--- src/common/cfs_pkg.sv ---
package cfs_pkg;

  localparam int ADDR_W = 8;
  localparam int DATA_W = 8;
  localparam int CODE_W = 13;
  localparam int NVM_IDX_W = 7;

  // Shared low window and the recalled configuration region.
  localparam logic [ADDR_W-1:0] SHARED_LAST = 8'h57;
  localparam logic [ADDR_W-1:0] CFG_LAST = 8'h4b;
  localparam int NVM_WORDS = 88;
  localparam int CFG_WORDS = 76;

  // Access select control byte and its bit.
  localparam logic [ADDR_W-1:0] SEL_ADDR = 8'h89;
  localparam int SEL_BIT = 0;
  localparam logic SEL_RESET = 1'b0;

  localparam logic [DATA_W-1:0] CFG_RESET = 8'h00;

  // Internal array write cycle.
  localparam int unsigned CLK_FREQ_HZ = 100_000_000;
  localparam int unsigned WRITE_TIME_MS = 30;
  localparam int unsigned WRITE_CYCLES_DEF =
    WRITE_TIME_MS * (CLK_FREQ_HZ / 1000);

  localparam int unsigned RECALL_TRIES_DEF = 2;

  typedef enum logic [1:0] {
    ST_RECALL = 2'b00,
    ST_RUN = 2'b01,
    ST_WRITE = 2'b11,
    ST_PWRDN = 2'b10
  } cfs_state_t;

endpackage

--- src/rtl/cfs_secded.sv ---
`timescale 1ns/10ps
module cfs_secded (
  input wire logic [cfs_pkg::DATA_W-1:0] enc_data_i,
  output logic [cfs_pkg::CODE_W-1:0] enc_code_o,
  input wire logic [cfs_pkg::CODE_W-1:0] dec_code_i,
  output logic [cfs_pkg::DATA_W-1:0] dec_data_o,
  output logic dec_single_o,
  output logic dec_double_o
);
  import cfs_pkg::*;

  logic [12:1] eh;
  logic [12:1] dg;
  logic [3:0] syn;
  logic ovr;
  int ek;
  int dk;

  // Hamming positions 1..12 carry data where not a power of two; bit 0 is
  // the overall parity that turns single correction into double detection.
  always_comb begin
    eh = '0;
    ek = 0;
    for (int p = 1; p <= 12; p++) begin
      if ((p & (p - 1)) != 0) begin
        eh[p] = enc_data_i[ek];
        ek = ek + 1;
      end
    end
    for (int j = 0; j < 4; j++) begin
      for (int p = 1; p <= 12; p++) begin
        if (((p >> j) & 1) == 1 && p != (1 << j)) begin
          eh[1 << j] = eh[1 << j] ^ eh[p];
        end
      end
    end
    enc_code_o = {eh, ^eh};
  end

  always_comb begin
    dg = dec_code_i[CODE_W-1:1];
    syn = '0;
    for (int j = 0; j < 4; j++) begin
      for (int p = 1; p <= 12; p++) begin
        if (((p >> j) & 1) == 1) begin
          syn[j] = syn[j] ^ dg[p];
        end
      end
    end
    ovr = ^dec_code_i;
    dec_single_o = ovr && (syn <= 4'd12);
    dec_double_o = (!ovr && syn != 4'd0) || (ovr && syn > 4'd12);
    if (dec_single_o && syn != 4'd0) begin
      dg[syn] = ~dg[syn];
    end
    dec_data_o = '0;
    dk = 0;
    for (int p = 1; p <= 12; p++) begin
      if ((p & (p - 1)) != 0) begin
        dec_data_o[dk] = dg[p];
        dk = dk + 1;
      end
    end
  end

endmodule

--- src/rtl/cfs_shadow_top.sv ---
`timescale 1ns/10ps
module cfs_shadow_top #(
  parameter int unsigned WRITE_CYCLES = cfs_pkg::WRITE_CYCLES_DEF,
  parameter int unsigned RECALL_TRIES = cfs_pkg::RECALL_TRIES_DEF
) (
  input wire logic core_clk_i,
  input wire logic resetn_i,
  input wire logic powerdown_i,
  input wire logic host_req_i,
  input wire logic host_wr_i,
  input wire logic [cfs_pkg::ADDR_W-1:0] host_addr_i,
  input wire logic [cfs_pkg::DATA_W-1:0] host_wdata_i,
  output logic host_ack_o,
  output logic [cfs_pkg::DATA_W-1:0] host_rdata_o,
  output logic host_busy_o,
  output logic host_drive_en_o,
  input wire logic nvm_prog_we_i,
  input wire logic [cfs_pkg::ADDR_W-1:0] nvm_prog_addr_i,
  input wire logic [cfs_pkg::CODE_W-1:0] nvm_prog_code_i,
  output logic nvm_sel_o,
  output logic ecc_used_o,
  output logic ecc_fail_o,
  output logic run_en_o,
  output logic recall_fail_o,
  output logic [cfs_pkg::CFG_WORDS*cfs_pkg::DATA_W-1:0] cfg_flat_o
);
  import cfs_pkg::*;

  function automatic logic in_shared(input logic [ADDR_W-1:0] a);
    return a <= SHARED_LAST;
  endfunction

  function automatic logic in_cfg(input logic [ADDR_W-1:0] a);
    return a <= CFG_LAST;
  endfunction

  cfs_state_t state_q;
  logic [CODE_W-1:0] nvm_q [NVM_WORDS];
  logic [DATA_W-1:0] cfg_q [CFG_WORDS];
  logic nvm_sel_q;
  logic [ADDR_W-1:0] rc_idx_q;
  logic [7:0] tries_q;
  logic rc_fail_q;
  logic recall_fail_q;
  logic run_q;
  logic [31:0] wc_q;
  logic [ADDR_W-1:0] wr_addr_q;
  logic [DATA_W-1:0] wr_data_q;
  logic ecc_used_q;
  logic ecc_fail_q;
  logic ack_q;
  logic [DATA_W-1:0] rdata_q;

  logic acc;
  logic nvm_acc;
  logic cfg_acc;
  logic sel_acc;
  logic array_rd;
  logic [ADDR_W-1:0] rd_idx;
  logic [CODE_W-1:0] rd_code;
  logic [CODE_W-1:0] enc_code;
  logic [DATA_W-1:0] dec_data;
  logic dec_single;
  logic dec_double;
  logic rc_last;
  logic rc_fail_now;
  logic rc_retry;
  logic rc_done;
  logic wc_last;

  // Requests count only in normal operation; a write cycle, a recall or
  // powerdown leaves the host unanswered.
  always_comb begin
    acc = (state_q == ST_RUN) && host_req_i && !powerdown_i;
    nvm_acc = acc && nvm_sel_q && in_shared(host_addr_i);
    cfg_acc = acc && !nvm_sel_q && in_cfg(host_addr_i);
    sel_acc = acc && (host_addr_i == SEL_ADDR);
    array_rd = (state_q == ST_RECALL) || (nvm_acc && !host_wr_i);
  end

  always_comb begin
    if (state_q == ST_RECALL) begin
      rd_idx = rc_idx_q;
    end else begin
      rd_idx = host_addr_i;
    end
    if (in_shared(rd_idx)) begin
      rd_code = nvm_q[rd_idx[NVM_IDX_W-1:0]];
    end else begin
      rd_code = '0;
    end
  end

  cfs_secded u_codec (
    .enc_data_i(wr_data_q),
    .enc_code_o(enc_code),
    .dec_code_i(rd_code),
    .dec_data_o(dec_data),
    .dec_single_o(dec_single),
    .dec_double_o(dec_double)
  );

  // A pass that saw an uncorrectable word is repeated while tries remain.
  always_comb begin
    rc_last = (rc_idx_q == ADDR_W'(CFG_WORDS - 1));
    rc_fail_now = rc_fail_q || dec_double;
    rc_retry = rc_fail_now && (32'(tries_q) + 32'd1 < RECALL_TRIES);
    rc_done = (state_q == ST_RECALL) && rc_last && !rc_retry;
    wc_last = (wc_q == WRITE_CYCLES - 32'd1);
  end

  always_ff @(posedge core_clk_i or negedge resetn_i) begin
    if (!resetn_i) begin
      state_q <= ST_RECALL;
    end else if (powerdown_i) begin
      state_q <= ST_PWRDN;
    end else begin
      case (state_q)
        ST_RECALL: begin
          if (rc_done) begin
            state_q <= ST_RUN;
          end
        end
        ST_RUN: begin
          if (nvm_acc && host_wr_i) begin
            state_q <= ST_WRITE;
          end
        end
        ST_WRITE: begin
          if (wc_last) begin
            state_q <= ST_RUN;
          end
        end
        ST_PWRDN: begin
          state_q <= ST_RECALL;
        end
        default: begin
          state_q <= ST_RECALL;
        end
      endcase
    end
  end

  always_ff @(posedge core_clk_i or negedge resetn_i) begin
    if (!resetn_i) begin
      rc_idx_q <= '0;
    end else if (powerdown_i || state_q != ST_RECALL || rc_last) begin
      rc_idx_q <= '0;
    end else begin
      rc_idx_q <= rc_idx_q + 8'h01;
    end
  end

  always_ff @(posedge core_clk_i or negedge resetn_i) begin
    if (!resetn_i) begin
      tries_q <= '0;
      rc_fail_q <= 1'b0;
    end else if (powerdown_i || state_q != ST_RECALL) begin
      tries_q <= '0;
      rc_fail_q <= 1'b0;
    end else if (rc_last) begin
      tries_q <= tries_q + 8'h01;
      rc_fail_q <= 1'b0;
    end else begin
      rc_fail_q <= rc_fail_now;
    end
  end

  // Operation is released only once a recall pass has been checked.
  always_ff @(posedge core_clk_i or negedge resetn_i) begin
    if (!resetn_i) begin
      run_q <= 1'b0;
      recall_fail_q <= 1'b0;
    end else if (powerdown_i) begin
      run_q <= 1'b0;
      recall_fail_q <= 1'b0;
    end else if (rc_done) begin
      run_q <= 1'b1;
      recall_fail_q <= rc_fail_now;
    end
  end

  // The working copy is the only source of device behaviour; array writes
  // never reach it outside a recall.
  always_ff @(posedge core_clk_i or negedge resetn_i) begin
    if (!resetn_i) begin
      for (int i = 0; i < CFG_WORDS; i++) begin
        cfg_q[i] <= CFG_RESET;
      end
    end else if (powerdown_i) begin
      for (int i = 0; i < CFG_WORDS; i++) begin
        cfg_q[i] <= CFG_RESET;
      end
    end else if (state_q == ST_RECALL) begin
      if (!dec_double) begin
        cfg_q[rc_idx_q[NVM_IDX_W-1:0]] <= dec_data;
      end
    end else if (cfg_acc && host_wr_i) begin
      cfg_q[host_addr_i[NVM_IDX_W-1:0]] <= host_wdata_i;
    end
  end

  always_ff @(posedge core_clk_i or negedge resetn_i) begin
    if (!resetn_i) begin
      nvm_sel_q <= SEL_RESET;
    end else if (powerdown_i) begin
      nvm_sel_q <= SEL_RESET;
    end else if (sel_acc && host_wr_i) begin
      nvm_sel_q <= host_wdata_i[SEL_BIT];
    end
  end

  always_ff @(posedge core_clk_i or negedge resetn_i) begin
    if (!resetn_i) begin
      wr_addr_q <= '0;
      wr_data_q <= '0;
    end else if (nvm_acc && host_wr_i) begin
      wr_addr_q <= host_addr_i;
      wr_data_q <= host_wdata_i;
    end
  end

  always_ff @(posedge core_clk_i or negedge resetn_i) begin
    if (!resetn_i) begin
      wc_q <= '0;
    end else if (state_q != ST_WRITE) begin
      wc_q <= '0;
    end else begin
      wc_q <= wc_q + 32'd1;
    end
  end

  // The array has no reset: it keeps its contents across every reset.
  // The byte is committed at the end of the write cycle, and an aborted
  // cycle (powerdown) leaves the old word in place.
  always_ff @(posedge core_clk_i) begin
    if (nvm_prog_we_i && in_shared(nvm_prog_addr_i)) begin
      nvm_q[nvm_prog_addr_i[NVM_IDX_W-1:0]] <= nvm_prog_code_i;
    end else if (state_q == ST_WRITE && wc_last && !powerdown_i) begin
      nvm_q[wr_addr_q[NVM_IDX_W-1:0]] <= enc_code;
    end
  end

  // Every array read, recall words included, overwrites both flags.
  always_ff @(posedge core_clk_i or negedge resetn_i) begin
    if (!resetn_i) begin
      ecc_used_q <= 1'b0;
      ecc_fail_q <= 1'b0;
    end else if (array_rd) begin
      ecc_used_q <= dec_single;
      ecc_fail_q <= dec_double;
    end
  end

  always_ff @(posedge core_clk_i or negedge resetn_i) begin
    if (!resetn_i) begin
      ack_q <= 1'b0;
      rdata_q <= '0;
    end else begin
      ack_q <= acc;
      if (acc && !host_wr_i) begin
        if (nvm_acc) begin
          rdata_q <= dec_data;
        end else if (cfg_acc) begin
          rdata_q <= cfg_q[host_addr_i[NVM_IDX_W-1:0]];
        end else if (sel_acc) begin
          rdata_q <= {7'h00, nvm_sel_q};
        end else begin
          rdata_q <= '0;
        end
      end
    end
  end

  genvar gi;
  generate
    for (gi = 0; gi < CFG_WORDS; gi++) begin : g_cfg
      assign cfg_flat_o[gi*DATA_W +: DATA_W] = cfg_q[gi];
    end
  endgenerate

  assign host_ack_o = ack_q;
  assign host_rdata_o = rdata_q;
  assign host_busy_o = (state_q != ST_RUN);
  assign host_drive_en_o = (state_q == ST_RUN);
  assign nvm_sel_o = nvm_sel_q;
  assign ecc_used_o = ecc_used_q;
  assign ecc_fail_o = ecc_fail_q;
  assign run_en_o = run_q;
  assign recall_fail_o = recall_fail_q;

endmodule

--- config.mk ---
export PLATFORM = sky130hd
export DESIGN_NAME = cfs_shadow_top
export DESIGN_NICKNAME = d
export VERILOG_FILES = /design/src/common/cfs_pkg.sv /design/src/rtl/cfs_secded.sv /design/src/rtl/cfs_shadow_top.sv
export SDC_FILE = /design/constraint.sdc
export NUM_CORES = 2
export LEC_CHECK = 0
export ABC_AREA = 0
export BUFFER_PORTS_ARGS = -buffer_cell sky130_fd_sc_hd__buf_4
export CAP_MARGIN = 20
export CORE_MARGIN = 2
export CORE_UTILIZATION = 40
export DETAILED_ROUTE_END_ITERATION = 7
export PLACE_DENSITY = 0.63
export REMOVE_ABC_BUFFERS = 1
export SLEW_MARGIN = 20
export SYNTH_ARGS = -nofsm -noshare
export SYNTH_HDL_FRONTEND = slang
export SYNTH_SLANG_ARGS = --single-unit
--- constraint.sdc ---
create_clock -name core_clk_i -period 13.4 [get_ports core_clk_i]
set_input_delay 1.34 -clock core_clk_i [delete_from_list [all_inputs] [get_ports core_clk_i]]
set_output_delay 1.34 -clock core_clk_i [all_outputs]
set_load 0.05 [all_outputs]
Yosys cells after proc, flatten, opt, wreduce, memory -nomap -nowiden
Memories as Yosys holds them, arrays and structs flattened.
Index checks and enable logic that the tools add are counted.
Storage, ports and cells
  bits in registers: 688
  RAM bits: 1144
  bits of input ports: 43
  output and inout bits: 624
  logic and storage cells: 251
  memories kept: 1
Operators by class
  add/sub/neg operators: 4
  $lt $le $gt $ge: 13
  equality and inequality tests: 12
  muxes and demuxes: 49
  bitwise gates (word level): 35
  reductions and logical operators: 47
Memories
  nvm_q: depth 88, width 13, rd ports 1, clocked after Yosys merged registers in 0, write ports 1, line cfs_shadow_top.sv:38  | logic [CODE_W-1:0] nvm_q [NVM_WORDS];
Operators with widths (number)
  2-to-1 mux 608 bit: 4
  bitwise mux 608 bit: 2
  demux 8 bit (select 7 bit): 2
  2-to-1 mux 8 bit: 10
  binary-select mux 8 bit (select 7 bit): 1
  adder 32 x 1 -> 32 bit (second input constant): 1
  equality test 32 x 22 -> 1 bit (second input constant): 1
  less-or-equal comparator 8 x 7 -> 1 bit (second input constant): 4
  2-to-1 mux 32 bit: 1
  XOR 1 bit: 32
  2-to-1 mux 13 bit: 2
  logical AND 1 bit: 25
  2-to-1 mux 1 bit: 17
  adder 8 x 1 -> 8 bit (second input constant): 2
  >= comparator 8 bit (second input constant): 2
  < comparator 8 x 1 -> 1 bit (second input constant): 2
  NOT 7 -> 8 bit: 2
  OR reduction 13 bit: 1
  parity 13 bit: 1
  bitwise mux 12 bit: 1
  2-to-1 mux 12 bit: 1
  parity 12 bit: 1
  adder 8 x 1 -> 9 bit (second input constant): 1
  < comparator 9 x 2 -> 1 bit (second input constant): 1
  other kinds (26): 43

Depth between registers and ports, before layout
  word-level depth: 19
  gate-level depth with buffers: 25

Modules after synthesis
Synthesis repeated with hierarchy kept, for this count alone.
Unflattened totals
  cell total of the unflattened synthesis: 6285
  area, all modules: 83895.5 µm²
By module, submodules not included
  cfs_shadow_top: times used 1, cells each 6163, area each 82915.8 µm², sequential area each 51569.5 µm²
  cfs_secded: times used 1, cells each 122, area each 979.7 µm², sequential area each 0.0 µm²

Worst setup path after synthesis
OpenSTA, ideal clock, no wires.
  path kind: input port to flip-flop
  from: input port nvm_prog_addr_i[4] (netlist bit)
  to: memory nvm_q[0][1] (data pin)
  library setup time: 0.887 ns
  data arrival time: 5.929 ns
  required time: 12.513 ns
  path slack: 6.584 ns
  cell stages on the path: 8
  path buffers: 3
  cells stage by stage: and2_1 -> o21ai_0 -> nand3b_1 -> nand3_1 -> clkbuf_1 -> clkbuf_1 -> clkbuf_1 -> o21ai_0
On the way
  cells in the longest elaborated chain, start to end: 6
Ends and longest elaborated chain
  start, declared: line cfs_shadow_top.sv:18  | input wire logic [cfs_pkg::ADDR_W-1:0] nvm_prog_addr_i,
  less-or-equal comparator 8 x 7 -> 1 bit: line cfs_shadow_top.sv:30  | return a <= SHARED_LAST;
  logical AND 1 bit: line cfs_shadow_top.sv:237  | if (nvm_prog_we_i && in_shared(nvm_prog_addr_i)) begin
  2-to-1 mux 1 bit: line cfs_shadow_top.sv:237
  2-to-1 mux 1 bit (implied by the code): line cfs_shadow_top.sv:240  | nvm_q[wr_addr_q[NVM_IDX_W-1:0]] <= enc_code;
  OR reduction 13 bit (no line)
  2-to-1 mux 13 bit (no line)
  end, declared: line cfs_shadow_top.sv:38
Every way passes these cells.

Worst setup path in the final report
  from: register state_q[0]
  to: register cfg_q (netlist bit cfg_flat_o[443])
On the way
  cells in the longest elaborated chain, start to end: 19
Ends and longest elaborated chain
  start, declared: line cfs_shadow_top.sv:37  | cfs_state_t state_q;
  start signal, assigned: line cfs_shadow_top.sv:114  | state_q <= ST_RECALL;
  start signal, assigned: line cfs_shadow_top.sv:116  | state_q <= ST_PWRDN;
  start signal, assigned: line cfs_shadow_top.sv:121  | state_q <= ST_RUN;
  zero test 2 bit: line cfs_shadow_top.sv:82, cfs_shadow_top.sv:194
  2-to-1 mux 8 bit: line cfs_shadow_top.sv:82  | if (state_q == ST_RECALL) begin
  memory (88 x 13 bit) or less-or-equal comparator 8 x 7 -> 1 bit (tied branches)
  2-to-1 mux 13 bit: line cfs_shadow_top.sv:87  | if (in_shared(rd_idx)) begin
  XOR 1 bit (5 in series): line cfs_secded.sv:46  | syn[j] = syn[j] ^ dg[p];
  < comparator 4 x 5 -> 1 bit (implied by the code) or >= comparator 4 x 1 -> 1 bit (tied branches): line cfs_secded.sv:54  | dg[syn] = ~dg[syn];
  logical AND 1 bit (implied by the code): line cfs_secded.sv:54
  2-to-1 mux 1 bit (implied by the code): line cfs_secded.sv:54
  demux 1 bit (select 4 bit): line cfs_secded.sv:54
  bitwise mux 12 bit: line cfs_secded.sv:54
  2-to-1 mux 12 bit: line cfs_secded.sv:53  | if (dec_single_o && syn != 4'd0) begin
  bitwise mux 608 bit: line cfs_shadow_top.sv:196  | cfg_q[rc_idx_q[NVM_IDX_W-1:0]] <= dec_data;
  2-to-1 mux 608 bit: line cfs_shadow_top.sv:195  | if (!dec_double) begin
  2-to-1 mux 608 bit: line cfs_shadow_top.sv:194  | end else if (state_q == ST_RECALL) begin
  2-to-1 mux 608 bit: line cfs_shadow_top.sv:190  | end else if (powerdown_i) begin
  end signal, assigned by index: line cfs_shadow_top.sv:196
  end signal, assigned by index: line cfs_shadow_top.sv:199  | cfg_q[host_addr_i[NVM_IDX_W-1:0]] <= host_wdata_i;
  end, declared: line cfs_shadow_top.sv:39  | logic [DATA_W-1:0] cfg_q [CFG_WORDS];
Parallel ways exist; a longest one is shown, timed or not. The select of a mux whose other input is x is not followed.
A chain may end at the register's enable or synchronous reset.

==> flow_metrics.env <==
export IMPL_status="finished, final reports clean"
export IMPL_fp_dieW_um=460
export IMPL_skew_ns=0.0806
export IMPL_stdcell_area_um2=97300
export IMPL_wl_mm=356
export IMPL_nets=7151
export IMPL_cts_tree="yes"
export IMPL_critPathRequiredTime_ns=14.16
export IMPL_max_slew_worst_pin_slew_ns=1.19
export IMPL_via_count=66326
export IMPL_worstSetupStartpointType="flop"
export IMPL_syn_area_um2=83000
export IMPL_syn_inst=6578
export IMPL_pre_cts_ws_ns=3.85
export IMPL_grt_pass1_wl_mm=494
export IMPL_p_leak_uw=0.0370
export IMPL_synth_area_per_cell_um2=12.6
export IMPL_fmax_mhz=112
export IMPL_drtIter0Drc=10015
export IMPL_critPathMaxFanout=135
export IMPL_worstHoldStart="wc_q[0]$_DFF_PN0_"
export IMPL_cts_hold_buffers=0
export IMPL_grt_ovfl_total=0
export IMPL_setup_viol=0
export IMPL_ys_warn_count=0
export IMPL_ctsRootBufferMaster="clkbuf_16"
export IMPL_synth_edff_count=1144
export IMPL_clock_sinks=1832
export IMPL_post_cts_buffers=0
export IMPL_rsz0062_at_grt="false"
export IMPL_grt_max_degree=164
export IMPL_final_antenna_net_count=0
export IMPL_synth_top_flop_cell="edfxtp_1"
export IMPL_post_cts_resized=0
export IMPL_cts_buffers=190
export IMPL_placed_cell_area_um2=91000
export IMPL_crit_slowest_cell="a2111oi_0"
export IMPL_worstPathArrival_ns=9.68
export IMPL_cp_end_kind="flop"
export IMPL_clkLatencyLatePin_ns=0.88
export IMPL_final_setup_tns_ns=0
export IMPL_dr_pass1_iters=7
export IMPL_r2r_start="state_q[0]$_DFFE_PN0P_"
export IMPL_final_common_cell="edfxtp_1"
export IMPL_area_delta_synth_final_pct=17.2
export IMPL_critPathKind="flop to flop"
export IMPL_yosysUniqueCellTypes=108
export IMPL_slew_headroom=0.205
export IMPL_dieArea_um2=211000
export IMPL_grt_pass1_vias=62878
export IMPL_ios=667
export IMPL_start_util=0.402
export IMPL_place_hpwl_mm=234
export IMPL_slew_violations=0
export IMPL_core_um2=207000
export IMPL_cts_max_level=4
export IMPL_drive_gt1_frac=0.261
export IMPL_fill_cells=18200
export IMPL_grt_usage=0.326
export IMPL_maxCapViolCount=0
export IMPL_hp_class="flop to flop"
export IMPL_fp_dieH_um=460
export IMPL_antenna_found_initial=22
export IMPL_rows=167
export IMPL_post_route_min_period_ns=8.92
export IMPL_cp_slowest_stage_delay_ns=0.94
export IMPL_drc=0
export IMPL_synth_seq_cells=1832
export IMPL_synthArstFlopShare=0.376
export IMPL_clock_path_buffers=3
export IMPL_path_clk_slew_ns=0.06
export IMPL_powerDensity_nw_per_um2=185
export IMPL_viasPerCell=6.65
export IMPL_mostFrequentLayoutCells="edfxtp_1, buf_4, dfrtp_1"
export IMPL_place_gp_congestion=0.962
export IMPL_ys_seq_area_frac=0.621
export IMPL_fin_crit_sh=0.666
export IMPL_critPathLaunch="state_q[0]$_DFFE_PN0P_"
export IMPL_portBuffers=666
export IMPL_hold_viol_final=0
export IMPL_wl_per_cell_um=35.7
export IMPL_finalPower_uw=18000
export IMPL_final_setup_worst_slack_ns=4.48
export IMPL_cpMostUsedCell="buf_4"
export IMPL_peakVddDrop_v=0.000149
export IMPL_crit_chain="buf_4, o21ai_4, buf_4, nand2_8, buf_12, mux2i_1, o22ai_1, a2111oi_0, a21oi_1, and4_1, xor2_1, buf_4, inv_1, xnor3_1, o21ai_0, o211ai_1, nand2_8, buf_4, nand2_1, mux2_2"
## cells in the mapped netlist (47+ instances only)
| cell type | number | area [µm²] |
|---|---|---|
| a211oi_1 | 129 | 968 |
| a21oi_1 | 192 | 961 |
| a22oi_1 | 282 | 2120 |
| a311o_1 | 68 | 681 |
| a31oi_1 | 201 | 1260 |
| and3_1 | 121 | 757 |
| buf_2 | 82 | 410 |
| buf_4 | 47 | 353 |
| clkbuf_1 | 313 | 1170 |
| dfrtp_1 | 688 | 17200 |
| edfxtp_1 | 1144 | 34400 |
| mux2_2 | 536 | 6040 |
| mux2i_1 | 152 | 1520 |
| nand2_1 | 691 | 2590 |
| nand3_1 | 159 | 796 |
| nand4_1 | 62 | 388 |
| nor2_1 | 217 | 815 |
| nor3_1 | 95 | 475 |
| o21ai_0 | 596 | 2980 |
## routing by layer
| layer | track usage | wire length (µm) |
|---|---|---|
| met5 | 0 | 236 |
| met2 | 0.498 | 158000 |
| met3 | 0.0819 | 40400 |
| met4 | 0.245 | 32900 |
| met1 | 0.399 | 125000 |
## through the flow
step / utilization / cells / hold WS [ns]
6_report: 0.471 / 9967 / 0.494
3_3_place_gp: 0.440 / 9616 / 0.476
2_1_floorplan: - / 6058 / 0.455
3_5_place_dp: 0.441 / 9616 / 0.480
4_1_cts: 0.471 / 9961 / 0.485
5_1_grt: 0.471 / 9965 / 0.511
## sequential cells by signal (all words and copies together) (netlist names)
name,cells
ecc_used_o,1
run_en_o,1
rc_fail_q,1
recall_fail_o,1
wr_data_q,8
state_q,2
wr_addr_q,7
tries_q,8
ecc_fail_o,1
nvm_sel_o,1
cfg_flat_o,608
nvm_q,1144
wc_q,32
host_rdata_o,8
rc_idx_q,8
host_ack_o,1
## final cells by class
cell class / instances / area, µm² / area share
Sequential cell: 1832 / 51600 / 0.530
Multi-Input combinational cell: 4204 / 29500 / 0.303
Timing Repair Buffer: 855 / 6580 / 0.0676
Clock buffer: 245 / 5110 / 0.0525
Tap cell: 2704 / 3380 / 0.0348
Clock inverter: 100 / 1100 / 0.0113
Inverter: 22 / 82.6 / 0.000849
Antenna cell: 5 / 12.5 / 0.000129
## path summary, 6_finish.rpt
path,endpoint,slack [ns],cells past startpoint
setup reg to reg,cfg_flat_o[443]$_DFFE_PN0P_,4.48,20
hold / removal,wc_q[0]$_DFF_PN0_,0.49,1
max in group asynchronous,cfg_flat_o[106]$_DFFE_PN0P_,9.79,4
setup / recovery,cfg_flat_o[443]$_DFFE_PN0P_,4.48,20
min in group asynchronous,wr_data_q[1]$_DFFE_PN0P_,0.50,1
hold reg to reg,wc_q[0]$_DFF_PN0_,0.49,1
## worst max-delay path, delay by kind of cell (launching register included)
kind	cells	cell delay [ns]
buf+inv	6	2.45
simple gates	4	2.25
compound gates	6	1.83
mux	2	0.70
flops	1	0.59
xor+xnor	2	0.58
## where the power goes
part | total, µW | switching, µW | internal, µW
combinational | 5310 | 3890 | 1420
clock | 5370 | 2350 | 3030
sequential | 7280 | 785 | 6490
## cells by family (layout without fill, tap and decap cells)
logic type	after synthesis	in the layout	synth area share
other	0	5	0
muxes	766	766	0.108
buffers and inverters	542	1222	0.0311
AOI/OAI and AO/OA	1838	1838	0.145
xor gates and xnor gates	71	71	0.00864
and+or+nand+nor	1526	1526	0.0855
DFF	1832	1832	0.621
adders and majority gates	3	3	0.000452
No activity file was read; power rests on OpenSTA's default activity.
